==> src/twe_pkg.sv <==
package twe_pkg;

	// System clock and self-timed write duration
	localparam int CLK_HZ     = 40_000_000;
	localparam int WR_TIME_MS = 5;
	// Longest time, so the cycle count rounds down
	localparam int WR_CYCLES  = WR_TIME_MS * (CLK_HZ / 1000);

	// Array organisation
	localparam int ADDR_W      = 16;
	localparam int PAGE_IDX_W  = 7;
	localparam int PAGE_BYTES  = 128;
	localparam int BYTE_W      = 8;
	localparam int STRAP_W     = 3;

	// Fixed device-type pattern in the top nibble of the device address
	localparam logic [3:0] DEV_TYPE = 4'hA;

	// Bit counter milestones: eight data rises, then the ninth (acknowledge) rise
	localparam logic [3:0] CNT_BYTE = 4'h8;
	localparam logic [3:0] CNT_ACK  = 4'h9;
	localparam logic [3:0] CNT_LAST = 4'h7;

	// Synchroniser lane layout: scl, sda, protect, three straps
	localparam int SYNC_W     = 6;
	localparam int LANE_SCL   = 0;
	localparam int LANE_SDA   = 1;
	localparam int LANE_WP    = 2;
	localparam int LANE_STRAP = 3;

	// Page byte count saturation value
	localparam logic [7:0] PAGE_FULL = 8'h80;

	typedef enum logic [2:0] {
		ST_STANDBY,
		ST_DEV,
		ST_ADDR_HI,
		ST_ADDR_LO,
		ST_WDATA,
		ST_READ,
		ST_COMMIT,
		ST_WRITE_WAIT
	} twe_state_e;

endpackage

==> src/twe_sync.sv <==
`timescale 1ns/100ps
module twe_sync #(
	parameter int W = 1
) (
	clk,
	rstn,
	din,
	dout
);
	input  wire logic         clk;
	input  wire logic         rstn;
	input  wire logic [W-1:0] din;
	output logic      [W-1:0] dout;

	logic [W-1:0] s1_q;
	logic [W-1:0] s2_q;
	logic [W-1:0] s3_q;

	// Three-stage chain; only the second stage reads the first
	always_ff @(posedge clk or negedge rstn)
	begin
		if (!rstn)
		begin
			s1_q <= '0;
			s2_q <= '0;
			s3_q <= '0;
		end
		else
		begin
			s1_q <= din;
			s2_q <= s1_q;
			s3_q <= s2_q;
		end
	end

	// A lane takes a new level only once stages two and three agree
	always_ff @(posedge clk or negedge rstn)
	begin
		if (!rstn)
			dout <= '0;
		else
			dout <= (s2_q & ~(s2_q ^ s3_q)) | (dout & (s2_q ^ s3_q));
	end

endmodule

==> src/twe_target.sv <==
// Notes on behaviour
// - SDA changes only while SCL low; changes with SCL high are start or stop.
// - SDA falling with SCL high is a start; device restarts transfer.
// - SDA rising with SCL high is a stop; after a read, go standby.
// - Bytes are eight bits; device pulls SDA low on the ninth clock.
// - Standby at power-up and after stop once internal work completes.
// - Start, nine clocks, start, stop leaves device ready for a fresh transfer.
// - Device address upper nibble must equal the fixed device-type pattern.
// - Next three address bits must match the three strap inputs.
// - Last device address bit: one reads, zero writes.
// - Matching address is acknowledged; mismatch gets no acknowledge and standby.
// - Protect input high blocks every write to the array.
// - Byte write: two address bytes, one data byte, each acknowledged, then stop.
// - Stop after write data starts self-timed write, at most 5 ms, inputs ignored.
// - Page write accepts up to 127 more data bytes, each acknowledged.
// - Writes increment only the low seven address bits, wrapping within the page.
// - Polls during internal write are acknowledged only after it finishes.
// - Address counter holds last address plus one; reads wrap at memory end.
// - Current-address read shifts out byte at counter after address acknowledge.
// - Sequential read continues while controller acknowledges; ends on no-ack and stop.
// - Sixteen-bit word address; 512 pages of 128 bytes.
// - Sample SDA on rising SCL; change outgoing SDA after falling SCL.
// - Device only pulls SDA low or releases it.
`timescale 1ns/100ps
module twe_target
	import twe_pkg::*;
#(
	parameter int WR_CYCLES = twe_pkg::WR_CYCLES
) (
	clk,
	rstn,
	scl_i,
	sda_i,
	sda_o,
	sda_oe,
	chip_select_straps,
	write_protect,
	mem_addr,
	mem_wdata,
	mem_we,
	mem_re,
	mem_rdata,
	standby
);
	input  wire logic                          clk;
	input  wire logic                          rstn;
	input  wire logic                          scl_i;
	input  wire logic                          sda_i;
	output logic                               sda_o;
	output logic                               sda_oe;
	input  wire logic [twe_pkg::STRAP_W-1:0]   chip_select_straps;
	input  wire logic                          write_protect;
	output logic      [twe_pkg::ADDR_W-1:0]    mem_addr;
	output logic      [twe_pkg::BYTE_W-1:0]    mem_wdata;
	output logic                               mem_we;
	output logic                               mem_re;
	input  wire logic [twe_pkg::BYTE_W-1:0]    mem_rdata;
	output logic                               standby;

	import twe_pkg::*;

	logic [SYNC_W-1:0]     sync_s;
	logic                  scl_s;
	logic                  sda_s;
	logic                  wp_s;
	logic [STRAP_W-1:0]    straps_s;
	logic                  scl_p_q;
	logic                  sda_p_q;
	logic                  scl_rise;
	logic                  scl_fall;
	logic                  start_det;
	logic                  stop_det;
	twe_state_e            state_q;
	logic [3:0]            cnt_q;
	logic [BYTE_W-1:0]     rx_q;
	logic [BYTE_W-1:0]     tx_q;
	logic                  rw_q;
	logic                  mack_q;
	logic [BYTE_W-1:0]     addr_hi_q;
	logic [ADDR_W-1:0]     ptr_q;
	logic [BYTE_W-1:0]     page_buf [PAGE_BYTES];
	logic [PAGE_IDX_W-1:0] wstart_q;
	logic [7:0]            wcount_q;
	logic [PAGE_IDX_W-1:0] cidx_q;
	logic [7:0]            remain_q;
	logic [31:0]           wait_q;
	logic [1:0]            ld_q;
	logic                  busy;
	logic                  rx_state;
	logic                  byte_end;
	logic                  ack_end;
	logic                  dev_match;
	logic                  rd_issue;
	logic                  commit_go;
	logic                  wait_done;

	// Pins cross into the clock domain through one shared synchroniser
	twe_sync #(
		.W (SYNC_W)
	) u_sync (
		.clk  (clk),
		.rstn (rstn),
		.din  ({chip_select_straps, write_protect, sda_i, scl_i}),
		.dout (sync_s)
	);

	assign scl_s    = sync_s[LANE_SCL];
	assign sda_s    = sync_s[LANE_SDA];
	assign wp_s     = sync_s[LANE_WP];
	assign straps_s = sync_s[LANE_STRAP +: STRAP_W];

	// Previous line levels for edge detection
	always_ff @(posedge clk or negedge rstn)
	begin
		if (!rstn)
		begin
			scl_p_q <= 1'b0;
			sda_p_q <= 1'b0;
		end
		else
		begin
			scl_p_q <= scl_s;
			sda_p_q <= sda_s;
		end
	end

	// Bus events; SDA moving while SCL stays high is start or stop
	assign scl_rise  = scl_s & ~scl_p_q;
	assign scl_fall  = ~scl_s & scl_p_q;
	assign start_det = scl_s & scl_p_q & sda_p_q & ~sda_s;
	assign stop_det  = scl_s & scl_p_q & ~sda_p_q & sda_s;

	// Protocol qualifiers
	assign busy      = (state_q == ST_COMMIT) || (state_q == ST_WRITE_WAIT);
	assign rx_state  = (state_q == ST_DEV) || (state_q == ST_ADDR_HI) ||
			   (state_q == ST_ADDR_LO) || (state_q == ST_WDATA);
	assign byte_end  = scl_fall && (cnt_q == CNT_BYTE);
	assign ack_end   = scl_fall && (cnt_q == CNT_ACK);
	assign dev_match = (rx_q[7:4] == DEV_TYPE) && (rx_q[3:1] == straps_s);
	assign rd_issue  = ((state_q == ST_DEV) && ack_end && rw_q) ||
			   ((state_q == ST_READ) && ack_end && mack_q);
	// The rise just before a clean stop has already counted one bit
	assign commit_go = stop_det && (state_q == ST_WDATA) && (cnt_q == 4'h1) &&
			   (wcount_q != 8'h00) && !wp_s;
	assign wait_done = (state_q == ST_WRITE_WAIT) && (wait_q == 32'(WR_CYCLES - 1));

	// Transfer sequencer; busy states ignore the bus entirely
	always_ff @(posedge clk or negedge rstn)
	begin
		if (!rstn)
			state_q <= ST_STANDBY;
		else if (busy)
		begin
			if (state_q == ST_COMMIT && remain_q == 8'h00)
				state_q <= ST_WRITE_WAIT;
			else if (wait_done)
				state_q <= ST_STANDBY;
		end
		else if (start_det)
			state_q <= ST_DEV;
		else if (stop_det)
			state_q <= commit_go ? ST_COMMIT : ST_STANDBY;
		else
		begin
			unique case (state_q)
				ST_DEV:
				begin
					if (byte_end && !dev_match)
						state_q <= ST_STANDBY;
					else if (ack_end)
						state_q <= rw_q ? ST_READ : ST_ADDR_HI;
				end
				ST_ADDR_HI:
					if (ack_end)
						state_q <= ST_ADDR_LO;
				ST_ADDR_LO:
					if (ack_end)
						state_q <= ST_WDATA;
				ST_READ:
					if (ack_end && !mack_q)
						state_q <= ST_STANDBY;
				ST_STANDBY, ST_WDATA, ST_COMMIT, ST_WRITE_WAIT:
					state_q <= state_q;
			endcase
		end
	end

	// Bit counter: advances on rises, eight data bits then the acknowledge bit
	always_ff @(posedge clk or negedge rstn)
	begin
		if (!rstn)
			cnt_q <= 4'h0;
		else if (busy || start_det || ld_q[1])
			cnt_q <= 4'h0;
		else if (ack_end)
			cnt_q <= 4'h0;
		else if (scl_rise && cnt_q < CNT_ACK)
			cnt_q <= cnt_q + 4'h1;
	end

	// Incoming bits are taken on rising SCL, most significant first
	always_ff @(posedge clk or negedge rstn)
	begin
		if (!rstn)
		begin
			rx_q   <= 8'h00;
			mack_q <= 1'b0;
		end
		else if (scl_rise)
		begin
			if (cnt_q < CNT_BYTE)
				rx_q <= {rx_q[6:0], sda_s};
			if (cnt_q == CNT_BYTE)
				mack_q <= ~sda_s;
		end
	end

	// Direction bit of an accepted device address
	always_ff @(posedge clk or negedge rstn)
	begin
		if (!rstn)
			rw_q <= 1'b0;
		else if (state_q == ST_DEV && byte_end)
			rw_q <= rx_q[0];
	end

	// Read data fetch pipeline: issue, array latch, capture
	always_ff @(posedge clk or negedge rstn)
	begin
		if (!rstn)
			ld_q <= 2'b00;
		else
			ld_q <= {ld_q[0] && !start_det && !stop_det, rd_issue};
	end

	// Outgoing shift register; changes only after falling SCL
	always_ff @(posedge clk or negedge rstn)
	begin
		if (!rstn)
			tx_q <= 8'h00;
		else if (ld_q[1])
			tx_q <= mem_rdata;
		else if (state_q == ST_READ && scl_fall && cnt_q != 4'h0 && cnt_q <= CNT_LAST)
			tx_q <= {tx_q[6:0], 1'b0};
	end

	// Open-drain pull-down: acknowledge slots and zero read bits only
	always_ff @(posedge clk or negedge rstn)
	begin
		if (!rstn)
			sda_oe <= 1'b0;
		else if (busy || start_det || stop_det)
			sda_oe <= 1'b0;
		else if (rx_state && byte_end)
			sda_oe <= (state_q != ST_DEV) || dev_match;
		else if (ld_q[1] && state_q == ST_READ)
			sda_oe <= ~mem_rdata[7];
		else if (state_q == ST_READ && scl_fall && cnt_q != 4'h0 && cnt_q <= CNT_LAST)
			sda_oe <= ~tx_q[6];
		else if (scl_fall && (cnt_q == CNT_BYTE || cnt_q == CNT_ACK))
			sda_oe <= 1'b0;
	end

	// The data output is only ever low; the enable alone drives the line
	always_ff @(posedge clk or negedge rstn)
	begin
		if (!rstn)
			sda_o <= 1'b0;
		else
			sda_o <= 1'b0;
	end

	// Word address: high byte, then low byte loads the counter
	always_ff @(posedge clk or negedge rstn)
	begin
		if (!rstn)
			addr_hi_q <= 8'h00;
		else if (state_q == ST_ADDR_HI && byte_end)
			addr_hi_q <= rx_q;
	end

	// Address counter, kept between operations
	always_ff @(posedge clk or negedge rstn)
	begin
		if (!rstn)
			ptr_q <= 16'h0000;
		else if (state_q == ST_ADDR_LO && byte_end)
			ptr_q <= {addr_hi_q, rx_q};
		else if (state_q == ST_WDATA && byte_end)
			ptr_q[PAGE_IDX_W-1:0] <= ptr_q[PAGE_IDX_W-1:0] + 7'h01;
		else if (rd_issue)
			ptr_q <= ptr_q + 16'h0001;
	end

	// Page staging buffer holds data until a clean stop
	always_ff @(posedge clk)
	begin
		if (state_q == ST_WDATA && byte_end)
			page_buf[ptr_q[PAGE_IDX_W-1:0]] <= rx_q;
	end

	// Page extent: first index and saturating byte count
	always_ff @(posedge clk or negedge rstn)
	begin
		if (!rstn)
		begin
			wstart_q <= 7'h00;
			wcount_q <= 8'h00;
		end
		else if (state_q == ST_ADDR_LO && byte_end)
		begin
			wstart_q <= rx_q[PAGE_IDX_W-1:0];
			wcount_q <= 8'h00;
		end
		else if (state_q == ST_WDATA && byte_end && wcount_q != PAGE_FULL)
			wcount_q <= wcount_q + 8'h01;
	end

	// Commit walker: replays the staged page into the array
	always_ff @(posedge clk or negedge rstn)
	begin
		if (!rstn)
		begin
			cidx_q   <= 7'h00;
			remain_q <= 8'h00;
		end
		else if (commit_go)
		begin
			cidx_q   <= wstart_q;
			remain_q <= wcount_q;
		end
		else if (state_q == ST_COMMIT && remain_q != 8'h00)
		begin
			cidx_q   <= cidx_q + 7'h01;
			remain_q <= remain_q - 8'h01;
		end
	end

	// Self-timed write interval
	always_ff @(posedge clk or negedge rstn)
	begin
		if (!rstn)
			wait_q <= 32'h0000_0000;
		else if (state_q == ST_WRITE_WAIT)
			wait_q <= wait_q + 32'h0000_0001;
		else
			wait_q <= 32'h0000_0000;
	end

	// Array port: read strobes and protected write strobes
	always_ff @(posedge clk or negedge rstn)
	begin
		if (!rstn)
		begin
			mem_addr  <= 16'h0000;
			mem_wdata <= 8'h00;
			mem_we    <= 1'b0;
			mem_re    <= 1'b0;
		end
		else
		begin
			mem_we <= 1'b0;
			mem_re <= 1'b0;
			if (rd_issue)
			begin
				mem_re   <= 1'b1;
				mem_addr <= ptr_q;
			end
			else if (state_q == ST_COMMIT && remain_q != 8'h00)
			begin
				mem_we    <= ~wp_s;
				mem_addr  <= {ptr_q[ADDR_W-1:PAGE_IDX_W], cidx_q};
				mem_wdata <= page_buf[cidx_q];
			end
		end
	end

	// Low-power indication
	always_ff @(posedge clk or negedge rstn)
	begin
		if (!rstn)
			standby <= 1'b1;
		else
			standby <= (state_q == ST_STANDBY);
	end

	property p_ack_ninth;
		@(posedge clk) disable iff (!rstn)
		((state_q == ST_ADDR_HI || state_q == ST_ADDR_LO || state_q == ST_WDATA)
			&& cnt_q == CNT_ACK) |-> sda_oe;
	endproperty
	a_ack_ninth: assert property (p_ack_ninth) else $error("no acknowledge on ninth bit");

	property p_start_begins;
		@(posedge clk) disable iff (!rstn)
		(start_det && !busy) |=> (state_q == ST_DEV && cnt_q == 4'h0);
	endproperty
	a_start_begins: assert property (p_start_begins) else $error("start not taken");

	property p_read_stop;
		@(posedge clk) disable iff (!rstn)
		(stop_det && !busy && !commit_go) |=> (state_q == ST_STANDBY) ##1 standby;
	endproperty
	a_read_stop: assert property (p_read_stop) else $error("read stop not standby");

	property p_nomatch;
		@(posedge clk) disable iff (!rstn)
		(state_q == ST_DEV && byte_end && !dev_match && !start_det && !stop_det)
			|=> (state_q == ST_STANDBY && !sda_oe);
	endproperty
	a_nomatch: assert property (p_nomatch) else $error("mismatch acknowledged");

	property p_protect;
		@(posedge clk) disable iff (!rstn)
		wp_s |=> !mem_we;
	endproperty
	a_protect: assert property (p_protect) else $error("write under protect");

	property p_busy_silent;
		@(posedge clk) disable iff (!rstn)
		$past(busy) && busy |-> !sda_oe && !mem_re;
	endproperty
	a_busy_silent: assert property (p_busy_silent) else $error("response while busy");

	property p_write_bound;
		@(posedge clk) disable iff (!rstn)
		(state_q == ST_WRITE_WAIT) |-> (wait_q < 32'(WR_CYCLES));
	endproperty
	a_write_bound: assert property (p_write_bound) else $error("write cycle too long");

	property p_page_wrap;
		@(posedge clk) disable iff (!rstn)
		(state_q == ST_WDATA && byte_end && !start_det && !stop_det) |=>
			$stable(ptr_q[ADDR_W-1:PAGE_IDX_W]) &&
			(ptr_q[PAGE_IDX_W-1:0] == $past(ptr_q[PAGE_IDX_W-1:0]) + 7'h01);
	endproperty
	a_page_wrap: assert property (p_page_wrap) else $error("page address wrong");

	property p_abort;
		@(posedge clk) disable iff (!rstn)
		(stop_det && state_q == ST_WDATA && cnt_q > 4'h1) |=> state_q == ST_STANDBY;
	endproperty
	a_abort: assert property (p_abort) else $error("partial byte committed");

	property p_read_inc;
		@(posedge clk) disable iff (!rstn)
		rd_issue |=> mem_re && (ptr_q == mem_addr + 16'h0001);
	endproperty
	a_read_inc: assert property (p_read_inc) else $error("read counter wrong");

endmodule

==> config.mk <==
export PLATFORM = sky130hd
export DESIGN_NAME = twe_target
export DESIGN_NICKNAME = d
export VERILOG_FILES = /design/src/twe_pkg.sv /design/src/twe_sync.sv /design/src/twe_target.sv
export SDC_FILE = /design/constraint.sdc
export NUM_CORES = 1
export LEC_CHECK = 0
export ABC_AREA = 1
export BUFFER_PORTS_ARGS = -buffer_cell sky130_fd_sc_hd__buf_2
export CORE_UTILIZATION = 35
export CTS_CLUSTER_DIAMETER = 80
export DETAILED_ROUTE_END_ITERATION = 16
export SLEW_MARGIN = 20
export SYNTH_ARGS = -nofsm -noshare
export SYNTH_HDL_FRONTEND = slang
export SYNTH_SLANG_ARGS = --single-unit
==> constraint.sdc <==
create_clock -name clk -period 3.1 [get_ports clk]
set_input_delay 0.31 -clock clk [delete_from_list [all_inputs] [get_ports clk]]
set_output_delay 0.31 -clock clk [all_outputs]
set_load 0.005 [all_outputs]
==> flow_summary.yaml <==
cells_and_area:
  fin_nets: 5262
  area_delta_synth_final_pct: 14.8
  antennaDiodeCount: 0
  layout.filler_cells: 14092
  layout-drive-gt1-share_pct: 9.19
global_routing:
  globalRouteOverflowTotal: 0
  gr-usage-all-layers_pct: 18.5
  grt_pass1_vias: 35171
  largest_net_degree_at_the_start_of_global_routing: 150
  antenna_found_initial: 1
  grt_first_pass_wirelength_um: 210000
hold_path:
  hold_end: "u_sync.s1_q[3]$_DFF_PN0_"
  hold_path_class: "in2reg"
  worst_hold_path.num_cells: 2
  min_from: "chip_select_straps[0]"
yosys:
  synth_simple_gate_area_share_pct: 21.2
  synthMuxAreaShare_pct: 0.0195
  post-synth-top-count-cell: "sky130_fd_sc_hd__nand2_1"
  synth.lib_cells_used.distinct: 46
  yosys_warnings: 0
  synth_top_cells_by_area: "sky130_fd_sc_hd__edfxtp_1 60%, sky130_fd_sc_hd__nand2_1 11%, sky130_fd_sc_hd__dfrtp_1 8.0%"
  synth_cell_area_um2: 51400
  ys_seq_area_share_pct: 67.8
  synth_compound_gate_area_share_pct: 3.74
  postSynthCellCount: 5069
  synthesis.nets: 5095
  avg_inst_size_synth_um2: 10.1
  synth_flop_cell: "sky130_fd_sc_hd__edfxtp_1"
  ys_seq_elements: 1189
  synth_top_cell_area_share_pct: 59.8
  dominant_combinational_cell_family_by_area_after_synthesis: "simple AND/OR/NAND/NOR gates"
  synth_enable_flop_cells: 1024
  adder_cell_share_of_the_synthesized_area_pct: 0.360
  netlist.top_cell.by_area: "sky130_fd_sc_hd__edfxtp_1"
  post_synth_xor_area_fraction_pct: 0.545
  ys_top_cells_by_count: "1,502 x sky130_fd_sc_hd__nand2_1, 1,024 x sky130_fd_sc_hd__edfxtp_1, 617 x sky130_fd_sc_hd__nor2_1"
  postSynth.asyncResetShare_pct: 13.9
sta:
  finalCriticalPeriod_ns: 2.88
  period_share_pct: 93.0
  final-max-slew-violation-count: 0
  maxSlewHeadroom_pct: 39.5
  grt_setup_unrepaired: "no"
  report.final.setup_viol: 0
  timing.setup.tns_ns: 0
  finClkSkew_ns: 0.0446
  fmaxAchievable_mhz: 347
  timing_worst_slew_pin_value_ns: 0.907
  hold_violations: 0
floorplan:
  coreArea_um2: 146000
  num_io_pins: 45
  die_area_um2: 149000
  std_cell_rows: 140
  die_width_um: 385
  floorplan.initialDensity_pct: 35.3
  die_y_um: 385
setup_path:
  r2r-start: "cnt_q[0]$_DFFE_PN0P_"
  worstSetupEndpointType: "register"
  largest_driver_fanout_on_the_critical_path: 16
  critical_path.top_delay_family: "simple AND/OR/NAND/NOR gates"
  r2r.worst_path.cells: 12
  cp.buffers_inverters: 5
  r2r_slack_ns: 0.22
  worst-endpoint-arrival_ns: 3.33
  crit_path_start_kind: "register"
  cp_cell_sequence: "inv_1 -> ha_1 -> inv_1 -> nor2_2 -> nand3_2 -> nor2_2 -> inv_2 -> nor2_2 -> nand3_1 -> buf_4 -> nor2_1 -> buf_4"
  timing.critical_path.slowest_cell_delay_ns: 0.43
  worst-endpoint-required_ns: 3.54
  critPathMostFrequentCell: "sky130_fd_sc_hd__nor2_2"
  r2r_end: "page_buf[48][3]$_DFFE_PP_"
  setup_cp_type: "reg2reg"
  crit_slowest_cell: "sky130_fd_sc_hd__dfrtp_1"
route:
  avgViaCountPerCell: 4.93
  drt.antenna.violating_nets: 0
  wirelength_um: 137000
  dr_total_vias: 35720
  drt_pre_antenna_iters: 6
  drc: 0
  routedWlPerCell_um: 19.0
  drtIter0Drc: 3685
clocking:
  cts_made_buffers: 118
  tritoncts: "done"
  postCtsSetupBuffers: 0
  clk_latency_ns: 0.75
  clock_tree_buffer_depth: 3
  clock_tree.htree_level_count: 3
  cts.clk_slew.worst_paths_ns: 0.06
  cts.sinks: 1189
  clock-root-buffer: "sky130_fd_sc_hd__clkbuf_16"
placed_design:
  place_congestion: 0.852
  port-buffer-count: 43
  half_perimeter_wire_length_after_detailed_placement_um: 79600
power_and_ir_drop:
  fin_total_pwr_mw: 47.3
  power.density_nw_per_um2: 801
  leakagePower_nw: 23.8
  peakVddDrop_mv: 0.863
status:
  status: "finished clean"
job:
  max_cap_viol_count: 0
power breakdown:
group          internal (mW)  switching (mW)  total (mW)
registers               19.4           0.461        19.8
clock network           8.38            6.15        14.5
logic                   3.38            9.58        13.0
logic make-up after synthesis:
logic type	Yosys count
AND/OR/NAND/NOR	2687
flip-flops	1189
buffers and inverters	786
AO/OA/AOI/OAI	357
XOR/XNOR	32
adder cells (fa/ha/maj)	16
other	1
multiplexers	1
metrics by stage:
stage / std cells / utilization [%] / instance area (um2) / hold WS [ns] / setup slack, ns
after global placement: 7018 / 37.8 / 55000 / 0.338 / 0.269
after floorplan: 5069 / - / 51400 / 0.0144 / 0.152
after global routing: 7248 / 40.5 / 59100 / 0.190 / 0.0210
final: 7248 / 40.5 / 59100 / 0.224 / 0.216
after CTS: 7248 / 40.5 / 59100 / 0.159 / 0.153
after detailed placement: 7018 / 37.8 / 55000 / 0.336 / 0.181
flip-flops by register name (all words and copies together), names as in the netlist, 7 cells and up, named ones only:
name / flops
addr_hi_q: 8
wait_q: 32
tx_q: 7
mem_wdata: 8
page_buf: 1024
ptr_q: 16
mem_addr: 16
wstart_q: 7
rx_q: 8
wcount_q: 8
remain_q: 8
cidx_q: 7
layout make-up:
cell class                 count  area [um2]  area share, %
sequential                  1189       34900           59.1
multi-input combinational   3094       13300           22.5
clock buffer                 141        3070           5.20
timing repair buffer         284        2460           4.16
tap                         1917        2400           4.06
inverter                     549        2080           3.52
clock inverter                74         838           1.42
routing by layer:
metal / routed length (um) / share of wire, % / GRT usage [%] / vias up
li1: - / - / - / 16990
met1: 59400 / 43 / 25.3 / 17206
met2: 63800 / 46 / 29.5 / 1282
met3: 9710 / 7.1 / 3.26 / 240
met4: 4590 / 3.3 / 6.60 / 2
met5: 20 / 0.015 / 0 / -
cell usage in the layout, fill, tap and decap left out, types with 4 or more instances in the layout:
cell type / instances
sky130_fd_sc_hd__a21oi_1: 63
sky130_fd_sc_hd__a31oi_1: 9
sky130_fd_sc_hd__buf_12: 31
sky130_fd_sc_hd__buf_2: 42
sky130_fd_sc_hd__buf_4: 195
sky130_fd_sc_hd__bufinv_16: 16
sky130_fd_sc_hd__clkbuf_1: 21
sky130_fd_sc_hd__clkbuf_16: 119
sky130_fd_sc_hd__clkinv_1: 26
sky130_fd_sc_hd__clkinv_2: 19
sky130_fd_sc_hd__clkinvlp_4: 7
sky130_fd_sc_hd__dfrtp_1: 153
sky130_fd_sc_hd__dfrtp_4: 10
sky130_fd_sc_hd__dlygate4sd3_1: 15
sky130_fd_sc_hd__edfxtp_1: 1024
sky130_fd_sc_hd__ha_1: 10
sky130_fd_sc_hd__inv_1: 539
sky130_fd_sc_hd__inv_2: 6
sky130_fd_sc_hd__maj3_1: 6
sky130_fd_sc_hd__nand2_1: 1502
sky130_fd_sc_hd__nand2_2: 6
sky130_fd_sc_hd__nand3_1: 475
sky130_fd_sc_hd__nand4_1: 18
sky130_fd_sc_hd__nor2_1: 615
sky130_fd_sc_hd__nor2_2: 6
sky130_fd_sc_hd__nor3_1: 36
sky130_fd_sc_hd__nor4_1: 6
sky130_fd_sc_hd__o211ai_1: 17
sky130_fd_sc_hd__o21ai_0: 227
sky130_fd_sc_hd__o21ai_1: 15
sky130_fd_sc_hd__o221ai_1: 15
sky130_fd_sc_hd__or2_2: 12
sky130_fd_sc_hd__xnor2_1: 4
sky130_fd_sc_hd__xor2_1: 28
worst reg2reg max path, stage by stage, from the launching register on:
cell	delay [ns]
sky130_fd_sc_hd__dfrtp_1	0.43
sky130_fd_sc_hd__inv_1	0.13
sky130_fd_sc_hd__ha_1	0.17
sky130_fd_sc_hd__inv_1	0.05
sky130_fd_sc_hd__nor2_2	0.16
sky130_fd_sc_hd__nand3_2	0.15
sky130_fd_sc_hd__nor2_2	0.25
sky130_fd_sc_hd__inv_2	0.11
sky130_fd_sc_hd__nor2_2	0.16
sky130_fd_sc_hd__nand3_1	0.09
sky130_fd_sc_hd__buf_4	0.29
sky130_fd_sc_hd__nor2_1	0.39
sky130_fd_sc_hd__buf_4	0.21
worst max path at each step:
stage	from	to	slack (ns)	cells past startpoint
4_1_cts	cnt_q[0]$_DFFE_PN0P_	page_buf[64][0]$_DFFE_PP_	0.15	11
2_1_floorplan	rx_q[1]$_DFFE_PN0P_	state_q[0]$_DFFE_PN0P_	0.15	13
3_5_place_dp	cnt_q[0]$_DFFE_PN0P_	page_buf[64][6]$_DFFE_PP_	0.18	11
6_report	cnt_q[0]$_DFFE_PN0P_	page_buf[48][3]$_DFFE_PP_	0.22	12
5_1_grt	cnt_q[0]$_DFFE_PN0P_	page_buf[35][3]$_DFFE_PP_	0.02	11
3_3_place_gp	cnt_q[0]$_DFFE_PN0P_	page_buf[97][0]$_DFFE_PP_	0.27	11
what timing repair did:
item	CTS	global route
endpoints found under the hold margin	96	0
hold buffers	15	0
setup endpoints to repair	0	3
gates resized for setup	0	1
Note: power is estimated with default switching activity, not from simulation.
